<file path="config.mk">
export PLATFORM = sky130hd
export DESIGN_NAME = receiver_spi_port_flat
export DESIGN_NICKNAME = d
export VERILOG_FILES = /design/src/spi_link_pkg.sv /design/src/spi_link_if.sv /design/src/receiver_spi_port.sv /design/src/flat_wrapper.sv
export VERILOG_INCLUDE_DIRS = /design/src
export SDC_FILE = /design/constraint.sdc
export NUM_CORES = 1
export LEC_CHECK = 0
export BUFFER_PORTS_ARGS = -buffer_cell sky130_fd_sc_hd__buf_4
export CAP_MARGIN = 30
export CORE_UTILIZATION = 50
export DETAILED_ROUTE_END_ITERATION = 8
export PLACE_DENSITY = 0.71
export REMOVE_ABC_BUFFERS = 1
export SYNTH_ARGS = -nofsm -noshare
export SYNTH_HDL_FRONTEND = slang
export SYNTH_SLANG_ARGS = --single-unit
</file>
<file path="constraint.sdc">
create_clock -name core_clk_in -period 4.1 [get_ports core_clk_in]
set_clock_uncertainty 0.1 [all_clocks]
set_input_delay 0.41 -clock core_clk_in [delete_from_list [all_inputs] [get_ports core_clk_in]]
set_output_delay 0.41 -clock core_clk_in [all_outputs]
set_load 0.005 [all_outputs]
</file>
<file path="src/spi_link_regs.svh">
// Shared timing counts, codes and pin indices for both ends of the serial link
`ifndef SPI_LINK_REGS_SVH
`define SPI_LINK_REGS_SVH

// Core clock period
`define CLK_PERIOD_NS      10
// Character length and last bit index
`define CHAR_BITS          8
`define BIT_LAST           3'h7
// Memory clock half period driven by the receiver as master (least time, rounded up)
`define DEV_HALF_NS        80
`define DEV_HALF_CYC       ((`DEV_HALF_NS + `CLK_PERIOD_NS - 1) / `CLK_PERIOD_NS)
// Link clock half period driven by the host (least time, rounded up)
`define HOST_HALF_NS       200
`define HOST_HALF_CYC      ((`HOST_HALF_NS + `CLK_PERIOD_NS - 1) / `CLK_PERIOD_NS)
// Start-up strap sampling window in the receiver
`define CFG_WINDOW_NS      400
`define CFG_WINDOW_CYC     ((`CFG_WINDOW_NS + `CLK_PERIOD_NS - 1) / `CLK_PERIOD_NS)
// Host keeps the select high at least this long after reset
`define HOST_STARTUP_NS    1500
`define HOST_STARTUP_CYC   ((`HOST_STARTUP_NS + `CLK_PERIOD_NS - 1) / `CLK_PERIOD_NS)
// Memory probe: identify command, dummy byte and accepted size code (arbitrary value)
`define MEM_PROBE_CMD      8'h9f
`define MEM_DUMMY          8'hff
`define MEM_SIZE_CODE      8'h11
// Bit positions in the receiver's link input synchroniser
`define PIN_SCK            0
`define PIN_SEL            1
`define PIN_MOSI           2
`define PIN_CNT            3

`endif

</file>
<file path="src/spi_link_pkg.sv">
// Types for the receiver end and the host end of the serial link
package spi_link_pkg;
`include "spi_link_regs.svh"

  // Receiver life phases
  typedef enum logic [1:0] {PH_CFG, PH_PROBE_CMD, PH_PROBE_ID, PH_RUN} dev_phase_t;
  // Byte engine states, shared shape for both masters
  typedef enum logic [1:0] {E_IDLE, E_LOW, E_HIGH, E_GAP} eng_state_t;

  // Whole receiver state
  typedef struct packed {
    logic [`PIN_CNT-1:0]   s1;         // Link pin sync stage 1
    logic [`PIN_CNT-1:0]   s2;         // Link pin sync stage 2
    logic [`PIN_CNT-1:0]   s3;         // Link pin sync stage 3
    logic [`PIN_CNT-1:0]   f;          // Agreed link pin levels
    logic                  m1;         // Memory data sync stages
    logic                  m2;
    logic                  m3;
    logic                  mf;
    dev_phase_t            phase;
    logic                  run;        // Start-up over; flop behind the done output
    logic [7:0]            wait_cnt;   // Strap window counter
    logic [1:0]            cfg;        // Frozen start-up straps
    logic [`CHAR_BITS-1:0] sl_sh;      // Slave shift register
    logic [2:0]            sl_cnt;     // Slave bit counter
    logic                  miso;
    logic                  miso_oe;
    logic [`CHAR_BITS-1:0] rx;
    logic                  rx_stb;
    eng_state_t            me;         // Memory engine
    logic [7:0]            mdiv;
    logic [2:0]            mcnt;
    logic [`CHAR_BITS-1:0] msh;
    logic                  msck;
    logic                  mmosi;
    logic                  msel_n;
    logic                  ssel_n;
    logic                  mlast;
    logic                  present;
    logic                  ready;
    logic [`CHAR_BITS-1:0] mrx;
    logic                  mdone;
  } dev_state_t;

  // Whole host state
  typedef struct packed {
    logic                  s1;         // Returned data sync stages
    logic                  s2;
    logic                  s3;
    logic                  f;
    logic                  started;
    eng_state_t            st;
    logic [7:0]            cnt;
    logic [2:0]            bcnt;
    logic [`CHAR_BITS-1:0] sh;
    logic                  sck;
    logic                  mosi;
    logic                  ss_n;
    logic                  last;
    logic                  ready;
    logic [`CHAR_BITS-1:0] rx;
    logic                  done;
  } host_state_t;
endpackage

</file>
<file path="src/spi_link_if.sv">
// Four-wire link between the host and the receiver
`timescale 1ns/1ns
interface spi_link_if;
  logic sck;        // Serial clock from the host
  logic ss_n;       // Receiver select, active low
  logic mosi;       // Host to receiver data
  logic miso_drv;   // Receiver data as driven
  logic miso_oe;    // Receiver drives the return line
  logic miso_line;  // Resolved return line

  // Undriven return line floats up through the pull-up
  assign miso_line = miso_oe ? miso_drv : 1'h1;

  modport dev_end  (input sck, ss_n, mosi, output miso_drv, miso_oe);
  modport host_end (output sck, ss_n, mosi, input miso_line);
endinterface

</file>
<file path="src/receiver_spi_port.sv">
// Receiver end: link slave, start-up straps and serial memory master
`timescale 1ns/1ns

module receiver_spi_port
  import spi_link_pkg::*;
(
  // Clock and reset
  input  wire logic                  core_clk_in,
  input  wire logic                  sys_rst_in,
  // Link to the host
  spi_link_if.dev_end                link,
  // Slave user side
  input  wire logic [`CHAR_BITS-1:0] tx_byte_in,
  output logic      [`CHAR_BITS-1:0] rx_byte_out,
  output logic                       rx_valid_out,
  // Start-up results
  output logic      [1:0]            cfg_out,
  output logic                       startup_done_out,
  output logic                       mem_present_out,
  // Memory user side
  input  wire logic                  mem_req_in,
  input  wire logic [`CHAR_BITS-1:0] mem_tx_in,
  input  wire logic                  mem_last_in,
  input  wire logic                  second_sel_in,
  output logic                       mem_ready_out,
  output logic      [`CHAR_BITS-1:0] mem_rx_out,
  output logic                       mem_done_out,
  // Memory pins
  output logic                       mem_sck_out,
  output logic                       mem_mosi_out,
  input  wire logic                  mem_miso_in,
  output logic                       memory_select_n,
  output logic                       second_select_n
);

  dev_state_t q;   // Registered state
  dev_state_t d;   // Next state

  // Next-state logic for the whole port
  always_comb
  begin : next_state
    logic                  rise;     // Agreed link clock rising
    logic                  fall;     // Agreed link clock falling
    logic                  eng_done; // Memory byte finished this cycle
    logic                  go;       // Start the memory engine
    logic [`CHAR_BITS-1:0] go_byte;  // Byte the engine starts with
    rise     = 1'h0;
    fall     = 1'h0;
    eng_done = 1'h0;
    go       = 1'h0;
    go_byte  = `MEM_DUMMY;
    d        = q;
    d.rx_stb = 1'h0;
    d.mdone  = 1'h0;

    // Three-stage sync; a level counts once stages two and three agree
    d.s1 = {link.mosi, link.ss_n, link.sck};
    d.s2 = q.s1;
    d.s3 = q.s2;
    d.f  = (q.s2 & q.s3) | (q.f & (q.s2 | q.s3));
    d.m1 = mem_miso_in;
    d.m2 = q.m1;
    d.m3 = q.m2;
    d.mf = (q.m2 & q.m3) | (q.mf & (q.m2 | q.m3));
    rise = d.f[`PIN_SCK] & ~q.f[`PIN_SCK];
    fall = ~d.f[`PIN_SCK] & q.f[`PIN_SCK];

    // Memory byte engine
    // divided memory clock
    case (q.me)
      E_LOW:
      begin
        d.mdiv = q.mdiv + 8'h1;
        if (q.mdiv == 8'(`DEV_HALF_CYC - 1))
        begin
          d.mdiv = 8'h0;
          d.msck = 1'h1;
          d.msh  = {q.msh[`CHAR_BITS-2:0], q.mf};
          d.me   = E_HIGH;
        end
      end
      E_HIGH:
      begin
        d.mdiv = q.mdiv + 8'h1;
        if (q.mdiv == 8'(`DEV_HALF_CYC - 1))
        begin
          d.mdiv = 8'h0;
          d.msck = 1'h0;
          if (q.mcnt == `BIT_LAST)
          begin
            d.me     = E_IDLE;
            eng_done = 1'h1;
          end
          else
          begin
            d.mcnt  = q.mcnt + 3'h1;
            d.mmosi = q.msh[`CHAR_BITS-1];
            d.me    = E_LOW;
          end
        end
      end
      default:
      begin
        // Idle: clock rests low
        d.msck = 1'h0;
      end
    endcase

    // Phase sequencing
    case (q.phase)
      PH_CFG:
      begin
        // select is high here, so clock and data are straps
        d.wait_cnt = q.wait_cnt + 8'h1;
        if (q.wait_cnt == 8'(`CFG_WINDOW_CYC - 1))
        begin
          d.cfg    = {q.f[`PIN_MOSI], q.f[`PIN_SCK]};
          // probe the memory on the first select
          d.msel_n = 1'h0;
          go       = 1'h1;
          go_byte  = `MEM_PROBE_CMD;
          d.phase  = PH_PROBE_CMD;
        end
      end
      PH_PROBE_CMD:
      begin
        if (eng_done)
        begin
          go      = 1'h1;
          d.phase = PH_PROBE_ID;
        end
      end
      PH_PROBE_ID:
      begin
        if (eng_done)
        begin
          d.msel_n  = 1'h1;
          d.present = (d.msh == `MEM_SIZE_CODE);
          d.phase   = PH_RUN;
          d.run     = 1'h1;
        end
      end
      default:
      begin
        // Straps stay as caught; pins now serve the link only
        // configuration frozen
        d.cfg = q.cfg;
        // Slave link
        if (d.f[`PIN_SEL])
        begin
          d.miso_oe = 1'h0;
          d.sl_cnt  = 3'h0;
        end
        else if (q.f[`PIN_SEL])
        begin
          // first bit valid before the first rising edge
          d.sl_sh   = tx_byte_in;
          d.miso    = tx_byte_in[`CHAR_BITS-1];
          d.miso_oe = 1'h1;
          d.sl_cnt  = 3'h0;
        end
        else if (rise)
        begin
          // host data in on the rising edge
          d.sl_sh  = {q.sl_sh[`CHAR_BITS-2:0], q.f[`PIN_MOSI]};
          d.sl_cnt = q.sl_cnt + 3'h1;
          if (q.sl_cnt == `BIT_LAST)
          begin
            d.rx     = d.sl_sh;
            d.rx_stb = 1'h1;
          end
        end
        else if (fall)
        begin
          // own data out on the falling edge
          if (q.sl_cnt == 3'h0)
          begin
            d.sl_sh = tx_byte_in;
            d.miso  = tx_byte_in[`CHAR_BITS-1];
          end
          else
          begin
            d.miso = q.sl_sh[`CHAR_BITS-1];
          end
        end

        // Memory requests, only with a supported memory present
        if (eng_done)
        begin
          d.mrx   = d.msh;
          d.mdone = 1'h1;
          if (q.mlast)
          begin
            d.msel_n = 1'h1;
          end
        end
        else if (mem_req_in && q.ready)
        begin
          d.msel_n = 1'h0;
          d.mlast  = mem_last_in;
          go       = 1'h1;
          go_byte  = mem_tx_in;
        end
      end
    endcase

    // Engine start; most significant bit presented at once
    if (go)
    begin
      d.me    = E_LOW;
      d.mdiv  = 8'h0;
      d.mcnt  = 3'h0;
      d.msh   = go_byte;
      d.mmosi = go_byte[`CHAR_BITS-1];
      d.msck  = 1'h0;
    end

    // spare select follows its user input
    d.ssel_n = ~second_sel_in;
    d.ready  = (d.phase == PH_RUN) && (d.me == E_IDLE) && d.present && !go;

    // Synchronous reset to constants
    if (sys_rst_in)
    begin
      d        = '0;
      d.phase  = PH_CFG;
      d.me     = E_IDLE;
      d.f      = '1;
      d.msel_n = 1'h1;
      d.ssel_n = 1'h1;
    end
  end

  // Single state register
  always_ff @(posedge core_clk_in)
  begin
    q <= d;
  end

  // Outputs straight from the state register
  // the return line carries only this port's own data
  assign link.miso_drv    = q.miso;
  assign link.miso_oe     = q.miso_oe;
  assign rx_byte_out      = q.rx;
  assign rx_valid_out     = q.rx_stb;
  assign cfg_out          = q.cfg;
  assign startup_done_out = q.run;
  assign mem_present_out  = q.present;
  assign mem_ready_out    = q.ready;
  assign mem_rx_out       = q.mrx;
  assign mem_done_out     = q.mdone;
  assign mem_sck_out      = q.msck;
  assign mem_mosi_out     = q.mmosi;
  assign memory_select_n  = q.msel_n;
  assign second_select_n  = q.ssel_n;

endmodule

</file>
<file path="src/flat_wrapper.sv">
// flat-port wrapper written by rule: the top's interface ports become plain ports
module receiver_spi_port_flat import spi_link_pkg::*;
  (core_clk_in, sys_rst_in, tx_byte_in, rx_byte_out, rx_valid_out, cfg_out, startup_done_out, mem_present_out, mem_req_in, mem_tx_in, mem_last_in, second_sel_in, mem_ready_out, mem_rx_out, mem_done_out, mem_sck_out, mem_mosi_out, mem_miso_in, memory_select_n, second_select_n, link_sck, link_ss_n, link_mosi, link_miso_drv, link_miso_oe);
  spi_link_if link_i ();
  input  wire logic core_clk_in;
  input  wire logic sys_rst_in;
  input  wire logic [`CHAR_BITS-1:0] tx_byte_in;
  output logic      [`CHAR_BITS-1:0] rx_byte_out;
  output logic rx_valid_out;
  output logic      [1:0] cfg_out;
  output logic startup_done_out;
  output logic mem_present_out;
  input  wire logic mem_req_in;
  input  wire logic [`CHAR_BITS-1:0] mem_tx_in;
  input  wire logic mem_last_in;
  input  wire logic second_sel_in;
  output logic mem_ready_out;
  output logic      [`CHAR_BITS-1:0] mem_rx_out;
  output logic mem_done_out;
  output logic mem_sck_out;
  output logic mem_mosi_out;
  input  wire logic mem_miso_in;
  output logic memory_select_n;
  output logic second_select_n;
  input wire logic [$bits(link_i.sck)-1:0] link_sck;
  input wire logic [$bits(link_i.ss_n)-1:0] link_ss_n;
  input wire logic [$bits(link_i.mosi)-1:0] link_mosi;
  output wire logic [$bits(link_i.miso_drv)-1:0] link_miso_drv;
  output wire logic [$bits(link_i.miso_oe)-1:0] link_miso_oe;
  assign link_i.sck = link_sck;
  assign link_i.ss_n = link_ss_n;
  assign link_i.mosi = link_mosi;
  assign link_miso_drv = link_i.miso_drv;
  assign link_miso_oe = link_i.miso_oe;
  receiver_spi_port u_core (.core_clk_in(core_clk_in), .sys_rst_in(sys_rst_in), .link(link_i), .tx_byte_in(tx_byte_in), .rx_byte_out(rx_byte_out), .rx_valid_out(rx_valid_out), .cfg_out(cfg_out), .startup_done_out(startup_done_out), .mem_present_out(mem_present_out), .mem_req_in(mem_req_in), .mem_tx_in(mem_tx_in), .mem_last_in(mem_last_in), .second_sel_in(second_sel_in), .mem_ready_out(mem_ready_out), .mem_rx_out(mem_rx_out), .mem_done_out(mem_done_out), .mem_sck_out(mem_sck_out), .mem_mosi_out(mem_mosi_out), .mem_miso_in(mem_miso_in), .memory_select_n(memory_select_n), .second_select_n(second_select_n));
endmodule
</file>
==> results.md <==
- The tree is rooted in a clkbuf_8.
- The maximum achievable frequency is 0.346 GHz.
- Setup violations remaining at the end of the flow were counted as 0.
- The global-route wire length before repair is 13.2 mm.
- In the final routed layout, each cell accounts on average for 13.8 um.
- Across the VDD grid, the largest voltage drop is 0.000253 V.
- The detailed router placed 3063 vias in this run.
- The height of the die is 90.9 um.
- For this run, design rule violations remaining after detail routing come to 0.
- Entering global routing, the biggest net connects 68 pins.
- After clock tree synthesis, the clock-pin slew on the worst setup and hold paths is 0.09 ns.
- In this run the static leakage power is 1.78 nW.
- For the pin with the worst max-slew slack, the measured transition is 0.696 ns.
- The die footprint is 8260 um^2.
- The count of cells resized by post-cts repair is 0.
- Relative to the synthesized area, the layout overhead comes to 14.1%.
- The total inserted antenna cells is 0.
- The required time of the critical path is 4.29 ns.
- The first detailed-routing pass ran for 4 iterations.
- In this run the biggest area consumer among cell types represents 44.6% of the synthesized area.
- The largest fanout on the critical path is 13.
- The final RePlAce weighted congestion is 0.798.
- Data arrives at the worst endpoint at 3.08 ns.
- Of all flip-flops after synthesis, the portion carrying an async set or reset was 0%.
- The region available for standard cell placement spans 7690 um^2.
- Dividing the detail-routed via count by the number of cells gives 5.44.
- The clock tree synthesis step divided the H-tree into 3 levels.
- The initial antenna violation count is 0.
- The headroom to the max-slew limit is 53.6%.
- The post-DP HPWL is 5.49 mm.
- The initial core utilization is 51.4%.
- The top flip-flop cell by instance count after synthesis is dfxtp_1.
- The residual antenna-violating net count after detailed routing is 0.
- The total count of max-transition violations in the final report is 0.
- For this design the top-level I/O count stands at 54.
- For this block, the routed nets add up to 7.77 mm of wire.
- The clock tree from TritonCTS is yes.
- The most common cell after layout, fill and taps aside is dfxtp_1.
- By startpoint and endpoint, the worst setup path is classified as flop to flop.
- The delay of the slowest cell on the worst path is 0.58 ns.
- During placement, the flow inserted port buffers numbering 53.
- The clock insertion delay at the later pin of the skew report is 0.36 ns.
- The number of clock buffers added by TritonCTS is 9.
- Summed over all layers, the global routing overflow is 0.
- The synthesis warning total is 0.
- In the post-synthesis netlist, the biggest area contributors are dfxtp_1 45%, mux2i_1 7.6%, nor2_1 6.5%.
- The global routing usage summed across all routing layers is 19.9%.
- The endpoint kind of the worst setup timing path is a flop.
- The run finished with clean final reports.
- Setup repair after global routing left no endpoint under its margin.
- The share of layout cells above drive strength 1 is 18.9%.
- The signal on the critical path passes through ha_1, or4b_1, o31ai_1, buf_4, o211a_1, nand2_2, a21oi_1.
- The cell type with the highest aggregate area in the netlist is dfxtp_1.
- The mapped cell area is 3950 um^2.
- The net count of the finished layout is 494.
- The number of global-route vias before repair was 2857.
- The share of the yosys chip area belonging to registers is 44.6%.
- The worst path needs 2.89 ns of the cycle, external delays included.
- The count of max-cap constraint violations is 0.
- The per-instance average area after synthesis is 9.28 um^2.
- The number of buffers between clock root and the deepest sink is 2.
- The number of stages on the worst setup path is 7.
- The top cell types in the final layout, fill and taps aside, are 88 x dfxtp_1, 68 x nor2_1, 56 x buf_4.
- The final cell count without fillers is 563.
- The floorplan row count is 32.
- The number of buffers and inverters on the critical path is 1.
- The clock sink count is 88.
- The worst setup path is launched from a flop.
- The number of synthesized flops with an enable pin is 0.
- The die span in x is 90.9 um.
- Setup total negative slack on the finished layout was measured at 0 ns.
- The cell count after synthesis is 426.
- The detailed router finished its first iteration with 126 violations.
- In this run, distinct cell masters in the synthesized netlist total 59.
- The number of flip-flops and latches in the synthesized netlist is 88.
- Counting cells, the worst reg-to-reg path comes to 7.
- Among all stages on the critical path, the largest delay is contributed by or4b_1.
- The count of final hold-check violations came to 0.
- The areal power density over the cells is 364 nW/um^2.
- Buffers inserted to repair hold after CTS numbered 0.
- In this run, placement finished with an instance count of 547.
- Post-CTS timing repair inserted 0 buffers for setup.
- The tightest min-delay check is of the input pin to flop type.
- The fraction of the cycle the final worst path needs is 70.5%.
- The cell family contributing the most delay on the critical path is compound AO/OA/AOI/OAI gates.
- The worst hold path passes through 2 cells.
-- layout make-up --
class | count | area [um^2]
fillers | 699 | 3180
multi-input cells | 290 | 1930
flip-flops and latches | 88 | 1760
repair buffers | 56 | 420
clock buffers | 10 | 138
well taps | 102 | 128
clock inverters | 6 | 90.1
inverters | 11 | 41.3
-- per-layer routing --
metal	vias up	GRT usage, %	wire length [um]
li1	1555	-	-
met1	1419	24.6	3550
met2	77	32.8	3710
met3	12	5.98	417
met4	0	7.01	92
met5	-	0	0
-- cell usage after synthesis (10+ instances only) --
library cell	count
nor2_1	68
dfxtp_1	88
nor2b_1	16
nand2_1	17
buf_4	18
mux2i_1	30
a21oi_1	24
clkbuf_1	12
a211oi_1	19
inv_1	10
o21ai_0	12
ha_1	13
-- registers in the layout (all words and copies together) (netlist names) --
name / flops
u_core.cfg_out: 2
u_core.link.miso_drv: 1
u_core.link.miso_oe: 1
u_core.mem_done_out: 1
u_core.mem_mosi_out: 1
u_core.mem_present_out: 1
u_core.mem_ready_out: 1
u_core.mem_rx_out: 8
u_core.mem_sck_out: 1
u_core.memory_select_n: 1
u_core.q: 59
u_core.rx_byte_out: 8
u_core.rx_valid_out: 1
u_core.second_select_n: 1
u_core.startup_done_out: 1
-- logic make-up after synthesis --
group	Yosys count	synth area share, %
adders and majority gates	13	4.12
muxes	32	8.17
buffers and inverters	48	6.74
xor gates and xnor gates	10	2.22
and+or+nand+nor	150	19.4
DFF	88	44.6
AOI/OAI and AO/OA	85	14.8
-- worst paths after layout --
kind	startpoint	end	slack, ns
worst max-delay path	u_core.q[27]	u_core.mem_sck_out	1.21
worst min-delay path	second_sel_in	u_core.second_select_n	0.10
worst max register to register	u_core.q[27]	u_core.mem_sck_out	1.21
worst min register to register	u_core.q[86]	u_core.q[83]	0.34
-- where the power goes --
group / leakage, nW / internal [W] / total (W) / switching, W
Clock: 0.113 / 0.000363 / 0.000678 / 0.000315
Sequential: 0.713 / 0.000868 / 0.000882 / 0.0000137
Combinational: 0.953 / 0.0000401 / 0.0000834 / 0.0000433
-- worst reg2reg max path, cell delays in order (launching register included) --
cell and delay (ns):
dfxtp_1 0.42, ha_1 0.29, or4b_1 0.58, o31ai_1 0.28
buf_4 0.21, o211a_1 0.51, nand2_2 0.25, a21oi_1 0.18
-- metrics by stage --
step / utilization (%) / hold WS [ns] / power [W] / setup WS (ns) / cell area [um^2]
floorplan: - / 0.314 / 0.000941 / 1.11 / 3730
global placement: 55.7 / 0.322 / 0.000982 / 1.32 / 4280
detailed placement: 55.7 / 0.329 / 0.000985 / 1.19 / 4280
CTS: 58.7 / 0.0880 / 0.00166 / 1.17 / 4510
global route: 58.7 / 0.0750 / 0.00170 / 0.930 / 4510
finish: 58.7 / 0.101 / 0.00164 / 1.21 / 4510
Power figures use the tool's default switching activity.
